### config.mk
export PLATFORM = sky130hd
export DESIGN_NAME = ifmb_flag_bank
export DESIGN_NICKNAME = d
export VERILOG_FILES = /design/src/verilog/ifmb_pkg.sv /design/src/verilog/ifmb_flag_bank.sv
export VERILOG_INCLUDE_DIRS = /design/src /design/src/verilog
export SDC_FILE = /design/constraint.sdc
export NUM_CORES = 1
export LEC_CHECK = 0
export BUFFER_PORTS_ARGS = -buffer_cell sky130_fd_sc_hd__buf_4
export CELL_PAD_IN_SITES_DETAIL_PLACEMENT = 1
export CELL_PAD_IN_SITES_GLOBAL_PLACEMENT = 2
export CORE_UTILIZATION = 30
export DETAILED_ROUTE_END_ITERATION = 16
export PLACE_DENSITY = 0.82
export SKIP_LAST_GASP = 1
export SYNTH_ARGS = -nofsm -noshare
export SYNTH_HDL_FRONTEND = slang
export SYNTH_SLANG_ARGS = --single-unit
export TNS_END_PERCENT = 100
### constraint.sdc
create_clock -name i_mclk -period 1.2 [get_ports i_mclk]
set_input_delay 0.36 -clock i_mclk [delete_from_list [all_inputs] [get_ports i_mclk]]
set_output_delay 0.36 -clock i_mclk [all_outputs]
set_load 0.01 [all_outputs]
### src/verilog/ifmb_map.svh
`ifndef IFMB_MAP_SVH
`define IFMB_MAP_SVH
`define IFMB_ADDR_REQ_A   16'hffe0
`define IFMB_ADDR_REQ_B   16'hffe1
`define IFMB_ADDR_REQ_C   16'hffe2
`define IFMB_ADDR_MASK_A  16'hffe4
`define IFMB_ADDR_MASK_B  16'hffe5
`define IFMB_ADDR_MASK_C  16'hffe6
`define IFMB_RST_REQ      8'h00
`define IFMB_RST_MASK     8'hff
`define IFMB_REQ_C_USED   8'h3f
`define IFMB_MASK_C_FIXED 8'hc0
`define IFMB_BIT_WDT      0
`define IFMB_BIT_PIN0     1
`define IFMB_NUM_PINS     4
`define IFMB_NUM_SRC      22
`define IFMB_UNDEF_VAL    1'b0
`endif

### src/verilog/ifmb_pkg.sv
package ifmb_pkg;
  typedef struct packed {
    logic        wr;
    logic        rd;
    logic        bit_op;
    logic [2:0]  bit_sel;
    logic [15:0] addr;
    logic [7:0]  wdata;
  } ifmb_bus_t;
  typedef enum logic [1:0] {
    IFMB_WDT_INTERVAL,
    IFMB_WDT_MODE1,
    IFMB_WDT_MODE2
  } ifmb_wdt_mode_t;
endpackage : ifmb_pkg
### src/verilog/ifmb_flag_bank.sv
`include "ifmb_map.svh"
module ifmb_flag_bank
  import ifmb_pkg::*;
#(
  parameter int NSRC = `IFMB_NUM_SRC
) (
  // Clock and reset
  input  wire logic            i_mclk,
  input  wire logic            i_rstn,
  // Register access
  input  wire ifmb_bus_t       i_bus,
  output logic [7:0]           o_rdata,
  // Watchdog mode
  input  wire ifmb_wdt_mode_t  i_wdt_mode,
  // Sources and acknowledge
  input  wire logic [NSRC-1:0] i_src_req,
  input  wire logic [NSRC-1:0] i_ack,
  // Shared port pins
  input  wire logic [3:0]      i_pin_out_en,
  input  wire logic [3:0]      i_pin_out_lvl,
  // Requests towards priority resolution
  output logic [NSRC-1:0]      o_pending
);

  logic [23:0]     req_q;
  logic [23:0]     req_d;
  logic [23:0]     mask_q;
  logic [23:0]     mask_d;
  logic [7:0]      rdata_q;
  logic [7:0]      rdata_d;
  logic [NSRC-1:0] pend_q;
  logic [NSRC-1:0] pend_d;
  logic [3:0]      lvl_q;
  logic [3:0]      lvl_d;
  logic [3:0]      oen_q;
  logic [3:0]      oen_d;
  logic [NSRC-1:0] src_set;
  logic [3:0]      pin_evt;
  logic [23:0]     wmask;
  logic [23:0]     wval;
  logic            is_req;
  logic            is_mask;
  logic [1:0]      grp;
  logic            wdt_int;

  assign wdt_int = (i_wdt_mode == IFMB_WDT_INTERVAL);

  // Register select
  always_comb begin
    is_req  = 1'b0;
    is_mask = 1'b0;
    grp     = 2'd0;
    case (i_bus.addr)
      `IFMB_ADDR_REQ_A: begin
        is_req = 1'b1;
        grp    = 2'd0;
      end
      `IFMB_ADDR_REQ_B: begin
        is_req = 1'b1;
        grp    = 2'd1;
      end
      `IFMB_ADDR_REQ_C: begin
        is_req = 1'b1;
        grp    = 2'd2;
      end
      `IFMB_ADDR_MASK_A: begin
        is_mask = 1'b1;
        grp     = 2'd0;
      end
      `IFMB_ADDR_MASK_B: begin
        is_mask = 1'b1;
        grp     = 2'd1;
      end
      `IFMB_ADDR_MASK_C: begin
        is_mask = 1'b1;
        grp     = 2'd2;
      end
      default: begin
        is_req  = 1'b0;
        is_mask = 1'b0;
      end
    endcase
  end

  // Write lane mask and value, bit or byte
  always_comb begin
    logic [7:0] lane;
    lane  = 8'h00;
    wmask = 24'h000000;
    wval  = 24'h000000;
    if (i_bus.wr && (is_req || is_mask)) begin
      lane = i_bus.bit_op ? (8'h01 << i_bus.bit_sel) : 8'hff;
      case (grp)
        2'd0: begin
          wmask = {16'h0000, lane};
          wval  = {16'h0000, i_bus.wdata};
        end
        2'd1: begin
          wmask = {8'h00, lane, 8'h00};
          wval  = {8'h00, i_bus.wdata, 8'h00};
        end
        default: begin
          wmask = {lane & `IFMB_REQ_C_USED, 16'h0000};
          wval  = {i_bus.wdata, 16'h0000};
        end
      endcase
    end
  end

  // Pin edges while driven as outputs
  for (genvar g = 0; g < `IFMB_NUM_PINS; g++) begin : g_pin
    assign pin_evt[g] = oen_q[g] & i_pin_out_en[g] & (lvl_q[g] ^ i_pin_out_lvl[g]);
  end

  // Source events
  always_comb begin
    src_set = i_src_req | (NSRC'(pin_evt) << `IFMB_BIT_PIN0);
  end

  // Flag next state
  always_comb begin
    logic [23:0] sw_req_m;
    sw_req_m = wmask;
    if (!wdt_int) begin
      sw_req_m[`IFMB_BIT_WDT] = 1'b0;
    end
    req_d  = req_q;
    mask_d = mask_q;
    if (is_req) begin
      req_d = (req_q & ~sw_req_m) | (wval & sw_req_m);
    end
    if (is_mask) begin
      mask_d = (mask_q & ~wmask) | (wval & wmask);
    end
    req_d[NSRC-1:0] = req_d[NSRC-1:0] & ~i_ack;
    req_d[NSRC-1:0] = req_d[NSRC-1:0] | src_set;
    req_d[23:NSRC]  = '0;
    if (!wdt_int) begin
      req_d[`IFMB_BIT_WDT] = 1'b0;
    end
    mask_d[23:NSRC] = '1;
    lvl_d = i_pin_out_lvl;
    oen_d = i_pin_out_en;
  end

  // Read data and forwarded requests
  always_comb begin
    logic [23:0] rview;
    rview = 24'h000000;
    if (is_req) begin
      rview = req_q;
      if (!wdt_int) begin
        rview[`IFMB_BIT_WDT] = 1'b0;
      end
    end else if (is_mask) begin
      rview = mask_q;
      if (!wdt_int) begin
        rview[`IFMB_BIT_WDT] = `IFMB_UNDEF_VAL;
      end
    end
    rview[23:22] = is_mask ? 2'b11 : 2'b00;
    case (grp)
      2'd0:    rdata_d = rview[7:0];
      2'd1:    rdata_d = rview[15:8];
      default: rdata_d = rview[23:16];
    endcase
    if (!(i_bus.rd && (is_req || is_mask))) begin
      rdata_d = rdata_q;
    end
    pend_d = req_d[NSRC-1:0] & ~mask_d[NSRC-1:0];
  end

  always_ff @(posedge i_mclk or negedge i_rstn) begin
    if (!i_rstn) begin
      req_q   <= {3{`IFMB_RST_REQ}};
      mask_q  <= {3{`IFMB_RST_MASK}};
      rdata_q <= 8'h00;
      pend_q  <= '0;
      lvl_q   <= 4'h0;
      oen_q   <= 4'h0;
    end else begin
      req_q   <= req_d;
      mask_q  <= mask_d;
      rdata_q <= rdata_d;
      pend_q  <= pend_d;
      lvl_q   <= lvl_d;
      oen_q   <= oen_d;
    end
  end

  assign o_rdata   = rdata_q;
  assign o_pending = pend_q;

endmodule : ifmb_flag_bank

* Yosys cells after proc, flatten, opt, wreduce, memory -nomap -nowiden
Cells that the tools add are included.
** Storage, ports and cells
- Memories :: 0
- Register bits :: 82
- Logic and storage cells :: 67
- Latch bits :: 0
- Memory bits (writable) :: 0
- Input port bits :: 86
- Bits in read-only memories :: 0
** Cells by class
- Shift operators :: 1
- Multipliers :: 0
- Multiplexer cells :: 18
- Divide/modulo/power cells :: 0
- Reduce and logical (&&, ||, !) cells :: 9
- Bitwise logic cells :: 26
- Magnitude comparators :: 0
- Add/subtract/negate cells :: 0
- Equality and inequality tests :: 7
** Operator list (count)
- $and 22x22->22 :: 6
- $mux 22 :: 6
- $eq 16x16->1 const B :: 6
- $not 22->22 :: 4
- $pmux 22 s2 :: 2
- $or 22x22->22 :: 3
- $or 22x5->22 :: 1
- $pmux 8 s2 :: 1
- $and 1x1->1 :: 8
- $mux 8 :: 1
- $shl 1x3->8 const A :: 1
- $mux 1 :: 6
- $reduce_or 3->1 :: 2
- $logic_not 2->1 :: 2
- $pmux 2 s2 :: 1
- $reduce_or 2->1 :: 2
- $xor 1x1->1 :: 4
- $eq 2x1->1 const B :: 1
- $logic_and 1x1->1 :: 2
- $mux 2 :: 1
- $logic_or 1x1->1 :: 1

* Logic depth before layout (Yosys ltp)
Gate-level depths: netlist of the first run.
- Depth after elaboration :: 15
- Mapped depth :: 8

* Least setup slack after synthesis of the first run
No wires, ideal clock.
- Kind :: input to register
- From :: in i_bus[9] (netlist name)
- To :: reg pend_q[3] (netlist: o_pending[3])
- Buffers on the path :: 1
- Stages on the path :: 6
- Arrival time :: 2.100 ns
- Setup slack :: -0.977 ns
- Cell sequence :: or4_4 or4_1 buf_2 or3_1 mux2_2 a21oi_1
** On the way
- Cells in the longest elaborated chain, start to end :: 13
- Elaborated cells between the ends (all ways) :: 35
** RTL lines
- start, declared :: line ifmb_flag_bank.sv:11 : input wire ifmb_bus_t i_bus,
- $eq 16x16->1 :: line ifmb_flag_bank.sv:53 : case (i_bus.addr)
- $reduce_or 2->1 (no line) or $reduce_or 3->1 (tied branches)
- $pmux 2 s2 or $mux 1 (tied branches) :: line ifmb_flag_bank.sv:53
- $eq 2x1->1, or another cell as far along :: line ifmb_flag_bank.sv:93 : case (grp)
- $pmux 22 s2 or $logic_and 1x1->1 (tied branches) :: line ifmb_flag_bank.sv:93, ifmb_flag_bank.sv:91
- $mux 22 :: line ifmb_flag_bank.sv:91 : if (i_bus.wr && (is_req || is_mask)) begin
- $not 22->22 :: line ifmb_flag_bank.sv:130 : req_d = (req_q & ~sw_req_m) | (wval & sw_req_m);
- $and 22x22->22 :: line ifmb_flag_bank.sv:130
- $or 22x22->22 :: line ifmb_flag_bank.sv:130
- $mux 22 :: line ifmb_flag_bank.sv:129 : if (is_req) begin
- $and 22x22->22 :: line ifmb_flag_bank.sv:135 : req_d[NSRC-1:0] = req_d[NSRC-1:0] & ~i_ack;
- $or 22x22->22 :: line ifmb_flag_bank.sv:136 : req_d[NSRC-1:0] = req_d[NSRC-1:0] | src_set;
- $and 22x22->22 (*) :: line ifmb_flag_bank.sv:170 : pend_d = req_d[NSRC-1:0] & ~mask_d[NSRC-1:0];
- net pend_d[3] :: line ifmb_flag_bank.sv:32 : logic [NSRC-1:0] pend_d;
- end signal, assigned :: line ifmb_flag_bank.sv:185 : pend_q <= pend_d;
- end, declared :: line ifmb_flag_bank.sv:31 : logic [NSRC-1:0] pend_q;
The timed path passes the listed nets; every way through them passes the cells marked *.
A chain may end at the register's enable or synchronous reset.

* Final worst setup path of the first run
- From :: in i_bus[9] (netlist name)
- To :: reg pend_q[1] (netlist: o_pending[1])
** On the way
- Cells in the longest elaborated chain, start to end :: 13
- Elaborated cells between the ends (all ways) :: 35
** RTL lines
- $eq 16x16->1 :: line ifmb_flag_bank.sv:53
- $reduce_or 2->1 (no line) or $reduce_or 3->1 (tied branches)
- $pmux 2 s2 or $mux 1 (tied branches) :: line ifmb_flag_bank.sv:53
- $eq 2x1->1, or another cell as far along :: line ifmb_flag_bank.sv:93
- $pmux 22 s2 or $logic_and 1x1->1 (tied branches) :: line ifmb_flag_bank.sv:93, ifmb_flag_bank.sv:91
- $mux 22 :: line ifmb_flag_bank.sv:91
- $not 22->22 :: line ifmb_flag_bank.sv:130
- $and 22x22->22 :: line ifmb_flag_bank.sv:130
- $or 22x22->22 :: line ifmb_flag_bank.sv:130
- $mux 22 (*) :: line ifmb_flag_bank.sv:129
- $and 22x22->22 (*) :: line ifmb_flag_bank.sv:135
- $or 22x22->22 (*) :: line ifmb_flag_bank.sv:136
- net req_d[1] :: line ifmb_flag_bank.sv:26 : logic [23:0] req_d;
- $and 22x22->22 (*) :: line ifmb_flag_bank.sv:170
- net pend_d[1] :: line ifmb_flag_bank.sv:32
Marks and branches as above.

==> impl_metrics.tcl, run 1 <==
set metrics [dict create \
    yosys.area.top_type "dfrtp_1" \
    seqPwrFrac 0.389 \
    max_cap_violations 0 \
    cts-buffers-inserted 9 \
    design_area_um2 7956 \
    use_met2 0.4225 \
    dr.pass1.iters 5 \
    cts_max_path_buffers 2 \
    r2r_start "lvl_q[1]" \
    synth_ff_type "dfrtp_1" \
    period_needed_ns 2.062 \
    first_global_vias 5307 \
    synth_common_cells "dfrtp_1 (60), nand3_1 (27), nand4_1 (27), dfstp_2 (22), mux2_2 (20)" \
    required_ns 1.48 \
    power.switching_mw 1.938 \
    min-delay-start "i_pin_out_en[3]" \
    die_x_um 124.5 \
    cpLargestDelayFamily "simple AND/OR/NAND/NOR gates" \
    r2r.worst_path.cells 5 \
    status "finished, violations left" \
    p_comb_frac 0.180 \
    layoutNonFillerInstCount 849 \
    critPathCaptureType "register" \
    core_area_um2 14590 \
    hold_depth 1 \
    placed_cells 791 \
    fillers 1507 \
    final.period_utilization 1.718 \
    place.gp.congestion 0.8816 \
    synth_top_area_frac 0.3336 \
    use_met1 0.3332 \
    vias 4849 \
    cp.arrival_ns 2.34 \
    drc 0 \
    drv_slew 0 \
    path_cells "buf_6 > or4_4 > or4_4 > buf_6 > or3_4 > o211ai_2 > nor2b_4" \
    postRouteAntennaNets 0 \
    clkPwrFrac 0.431 \
    grt.total_usage 0.2599 \
    synth.distinct_cells 62 \
    start_util 0.3085 \
    dieArea_um2 15500 \
    port_buffers 115 \
    grt_pass1_wl_um 30600 \
    cts_tree "done" \
    overflow 0 \
    worst_hold_slack_ns 0.1219 \
    clk_latency_ns 0.36 \
    startpoint "i_bus[9]" \
    p_leak_nw 3.474 \
    p_int_mw 5.654 \
    nets 746 \
    cp_num_buf_inv 2 \
    syn2layout_area_growth_pct 76.79 \
    placed_area_um2 6431 \
    drive_gt1_frac 0.6120 \
    drt-wirelength-per-cell_um 24.46 \
    worst-r2r-setup-slack_ns -0.13 \
    antenna_found_initial 0 \
    cp_slowest_cell "or4_4" \
    synthArstFlopShare 1.000 \
    drt_wl_total_um 20770 \
    r2r_end "o_pending[2]" \
    rsz0062_at_grt "true" \
    grt_max_degree 40 \
    crit_type "in -> reg" \
    vdd_drop_max_uv 713.7 \
    switching_share 0.2552 \
    row_count 44 \
    path_clk_slew_ns 0.06 \
    cpPeakStageDelay_ns 0.52 \
    ys_warn_count 0 \
    powerDensity_nw_per_um2 954.1 \
    finalSetupViolCount 101 \
    die_h_um 124.5 \
    synth-seq-cells 82 \
    diodes 0 \
    min_to "oen_q[3]" \
    dp_hpwl_um 12570 \
    syn_area_um2 4501 \
    fmax_mhz 485.0 \
    ys_seq_area_frac 0.4621 \
    fin_skew_ns 0.01669 \
    tightest_slew_ns 0.4811 \
    grt.met3_usage 0.04167 \
    synthCells 424 \
    post-route-util 0.5454 \
    start_kind "input port" \
    cts_root_buf "clkbuf_16" \
    synth_edf_count 0 \
    violations "setup timing" \
    top_level_ports 116 \
    yosysMostFrequentCell "dfrtp_1" \
    vias_per_cell 5.711 \
    slew_headroom 0.6771 \
    cts.sinks 82 \
    hold_violations 0 \
    hold_path_class "in -> reg" \
    drtIter0Drc 291 \
    htree_num_levels 3 \
    synth.area.top_cells "dfrtp_1 (33%), dfstp_2 (13%), mux2_2 (5.0%)" \
    fin_ws_ns -0.8619 \
    syn_area_per_cell_um2 10.61 \
    worstPathMaxFanout 6 \
    synthesis.nets 510 \
    gr-max-usage-layer "met2" \
]
kinds of logic (layout without fill, tap and decap cells):
kind of cell,count (synthesis),after routing,synth area share
xor gates and xnor gates,4,4,0.007783
and+or+nand+nor,156,156,0.2213
DFF,82,82,0.4621
muxes,38,38,0.09008
buffers and inverters,38,279,0.03336
AOI/OAI and AO/OA,106,106,0.1854
power by group through the flow:
stage / logic, mW / registers (mW) / clock network, mW
after global placement: 1.06 / 2.97 / 0
after global routing: 1.44 / 2.96 / 3.43
after floorplan: 0.421 / 2.99 / 0
after detailed placement: 1.10 / 2.98 / 0
after CTS: 1.29 / 2.94 / 3.30
final: 1.37 / 2.95 / 3.27
sequential cells by signal (all words and copies together) (netlist names):
register / cells
lvl_q: 4
mask_q: 22
o_pending: 22
o_rdata: 8
oen_q: 4
req_q: 22
worst register-to-register path, delay by kind of cell (launching register included):
family / cells / cell delay, ns
AND/OR/NAND/NOR: 1 / 0.16
XOR/XNOR: 1 / 0.14
AO/OA/AOI/OAI: 3 / 0.54
flip-flops: 1 / 0.38
stage by stage:
step                worst slack (ns)  power [mW]  setup TNS, ns
finish                       -0.8619       7.591         -44.24
global route                 -0.8649       7.828         -47.77
CTS                          -0.8333       7.539         -40.87
detailed placement            -1.368       4.076         -67.30
global placement              -1.226       4.038         -64.89
floorplan                    -0.9772       3.408         -49.43
final cells by class:
type	count	area (um^2)	area share
multi-input combinational	304	2882	0.3622
clock inverter	3	68.82	0.008649
sequential	82	2079	0.2614
timing repair buffer	246	2352	0.2956
tap	184	230.2	0.02894
clock buffer	13	280.3	0.03523
inverter	17	63.81	0.008020
layer usage:
layer	vias up	routed length, um
met2	209	10220
met1	2479	8675
met4	0	699
met5	-	0
li1	2107	-
met3	54	1177
worst max-delay path by stage:
stage,to,slack (ns),cells after the start
after floorplan,o_pending[3],-0.98,6
after global placement,o_pending[4],-1.23,7
after detailed placement,o_pending[1],-1.37,7
after CTS,o_pending[1],-0.83,7
after global routing,o_pending[1],-0.86,7
final,o_pending[1],-0.86,7
timing repair:
| action | CTS | global route |
|---|---|---|
| setup buffers | 36 | 5 |
| hold endpoints to repair | 8 | 0 |
| gates cloned | 4 | 0 |
| resized for setup | 135 | 35 |
| pin swaps | 51 | 28 |
| hold buffers | 1 | 0 |
| setup endpoints to repair | 104 | 104 |
placed cells by master, fill, tap and decap left out, drive strengths merged, types with 17 or more instances in the layout:
cell / netlist / final
mux2: 20 / 20
inv: 17 / 17
dfrtp: 60 / 60
nand3: 27 / 27
buf: 6 / 245
a21oi: 18 / 18
dfstp: 22 / 22
nand2: 19 / 19
nand4: 27 / 27
mux2i: 18 / 18
No activity file was read; power rests on OpenSTA's default activity.
==> run 2: changes to the inputs <==
--- a/config.mk
+++ b/config.mk
@@ -11,7 +11,7 @@
 export CELL_PAD_IN_SITES_GLOBAL_PLACEMENT = 2
 export CORE_UTILIZATION = 30
 export DETAILED_ROUTE_END_ITERATION = 16
-export PLACE_DENSITY = 0.82
+export PLACE_DENSITY = 0.79
 export SKIP_LAST_GASP = 1
 export SYNTH_ARGS = -nofsm -noshare
 export SYNTH_HDL_FRONTEND = slang
==> constraint.sdc (replaced) <==
create_clock -name i_mclk -period 2.2 [get_ports i_mclk]
set_input_delay 0.66 -clock i_mclk [delete_from_list [all_inputs] [get_ports i_mclk]]
set_output_delay 0.66 -clock i_mclk [all_outputs]
set_load 0.01 [all_outputs]
==> run 2 against run 1 <==
Effect of this change:
- the flow still finishes with violations (setup timing)
- critical path depth did not move
- first-iteration DRC count fell by 45%
- flip-flop and latch count did not move
- non-clock buffer count fell by 44
- power fell by 49%
- clock skew fell by 0.0088 ns
- sequential share of layout area rose by 4.7 points
- wire length fell by 21%
- largest cell class unchanged
==> impl_metrics.tcl, run 2 (synthesized netlist as in run 1, its figures left out) <==
set metrics [dict create \
    status "finished, violations left" \
    violations "setup timing" \
    cts.sinks 82 \
    cts-buffers-inserted 9 \
    vias 4403 \
    dp_hpwl_um 12130 \
    drv_slew 0 \
    vdd_drop_max_uv 354.4 \
    final.period_utilization 1.060 \
    mostFrequentLayoutCells "buf_4 (184), dfrtp_1 (60), nand4_1 (27)" \
    syn2layout_area_growth_pct 49.87 \
    startpoint "i_bus[9]" \
    drive_gt1_frac 0.5121 \
    cts_root_buf "clkbuf_16" \
    dieArea_um2 15500 \
    vias_per_cell 5.470 \
    htree_num_levels 3 \
    cp_num_buf_inv 2 \
    cts_hold_buf 0 \
    critPathCaptureType "register" \
    crit_type "in -> reg" \
    grt_max_degree 52 \
    grt.total_usage 0.2125 \
    use_met1 0.2629 \
    slew_headroom 0.6436 \
    use_met2 0.3637 \
    powerDensity_nw_per_um2 571.7 \
    drt-wirelength-per-cell_um 20.42 \
    layout_commonest_cell "buf_4" \
    period_needed_ns 2.332 \
    path_clk_slew_ns 0.06 \
    finalPower_mw 3.856 \
    grt.met3_usage 0.03952 \
    path_cells "buf_6 > or4_4 > or4_4 > buf_6 > or3_4 > o211ai_2 > nor2b_4" \
    grt_pass1_wl_um 25420 \
    nets 702 \
    port_buffers 115 \
    drt_wl_total_um 16440 \
    die_h_um 124.5 \
    post-route-util 0.4624 \
    cts_tree "done" \
    rsz0062_at_grt "true" \
    p_leak_nw 3.007 \
    overflow 0 \
    diodes 0 \
    cpPeakStageDelay_ns 0.53 \
    design_area_um2 6745 \
    required_ns 2.49 \
    place.gp.congestion 0.8538 \
    dr.pass1.iters 5 \
    postRouteAntennaNets 0 \
    worstPathMaxFanout 6 \
    start_kind "input port" \
    antenna_found_initial 0 \
    max_cap_violations 0 \
    fin_skew_ns 0.007933 \
    cpLargestDelayFamily "simple AND/OR/NAND/NOR gates" \
    cts_max_path_buffers 2 \
    gr-max-usage-layer "met2" \
    cp_slowest_cell "or4_4" \
    hold_path_class "in -> async" \
    top_level_ports 116 \
    fin_ws_ns -0.1319 \
    cp.arrival_ns 2.62 \
    clk_latency_ns 0.36 \
    drtIter0Drc 161 \
    first_global_vias 4719 \
    core_area_um2 14590 \
    hold_violations 0 \
    die_x_um 124.5 \
    row_count 44 \
    tightest_slew_ns 0.5301 \
    drc 0 \
    finalSetupViolCount 9 \
    r2r_start "lvl_q[0]" \
    placed_area_um2 6185 \
    start_util 0.3085 \
    fmax_mhz 428.8 \
]
[run 2: cell types whose count changed in the layout (fill, tap and decap cells not counted), sizes merged]
cell         delta
buf            -43
clkbuf          -1
inv             +1
dlygate4sd3     -1
[run 2: worst register-to-register path: cells and delay by family (launching register included)]
family                 cells  cell delay, ns
buffers and inverters      1            0.15
flip-flops                 1            0.37
AO/OA/AOI/OAI              3            0.54
XOR/XNOR                   1            0.14
[run 2: routing by layer]
layer | vias up | wire [um] | part of all wire
li1 | 2009 | - | -
met1 | 2235 | 6918 | 0.42
met2 | 127 | 8352 | 0.51
met3 | 32 | 705 | 0.043
met4 | 0 | 464 | 0.028
met5 | - | 0 | 0
[run 2: worst paths after layout]
path / endpoint / slack [ns] / cells past startpoint
worst max-delay path: o_pending[1] / -0.13 / 7
worst min-delay path: o_pending[7] / 0.1 / 1
worst max register to register: req_q[1] / 0.90 / 5
worst min register to register: o_rdata[5] / 0.51 / 2
max in group asynchronous: mask_q[19] / 1.49 / 2
min in group i_mclk: oen_q[3] / 0.42 / 1
[run 2: layout make-up]
class / count / area [um^2]
timing repair buffer: 202 / 1624
inverter: 17 / 63.81
multi-input combinational: 304 / 2427
fill: 1610 / 7844
clock buffer: 12 / 246.5
sequential: 82 / 2079
tap: 184 / 230.2
clock inverter: 4 / 73.82
[run 2: repair_timing]
item                       CTS  global route
pin swaps                    4             7
setup endpoints to repair   12            19
gates resized for setup      6            29
setup buffers                4            10
gates cloned                 0             1
[run 2: metrics by stage]
step	setup slack, ns	cells	hold WS, ns	setup TNS (ns)
after global routing	-0.1615	805	0.09269	-0.9855
after CTS	-0.1097	794	0.08511	-0.4449
final	-0.1319	805	0.09976	-0.6211
after global placement	-0.5223	775	0.4625	-13.63
after floorplan	-0.2772	424	0.3644	-2.235
after detailed placement	-0.5801	775	0.4639	-16.20
[run 2: power by group]
part,leakage (nW),switching (mW),internal [mW]
sequential,0.898,0.0288,1.57
combinational,1.95,0.282,0.291
clock,0.157,0.654,1.03
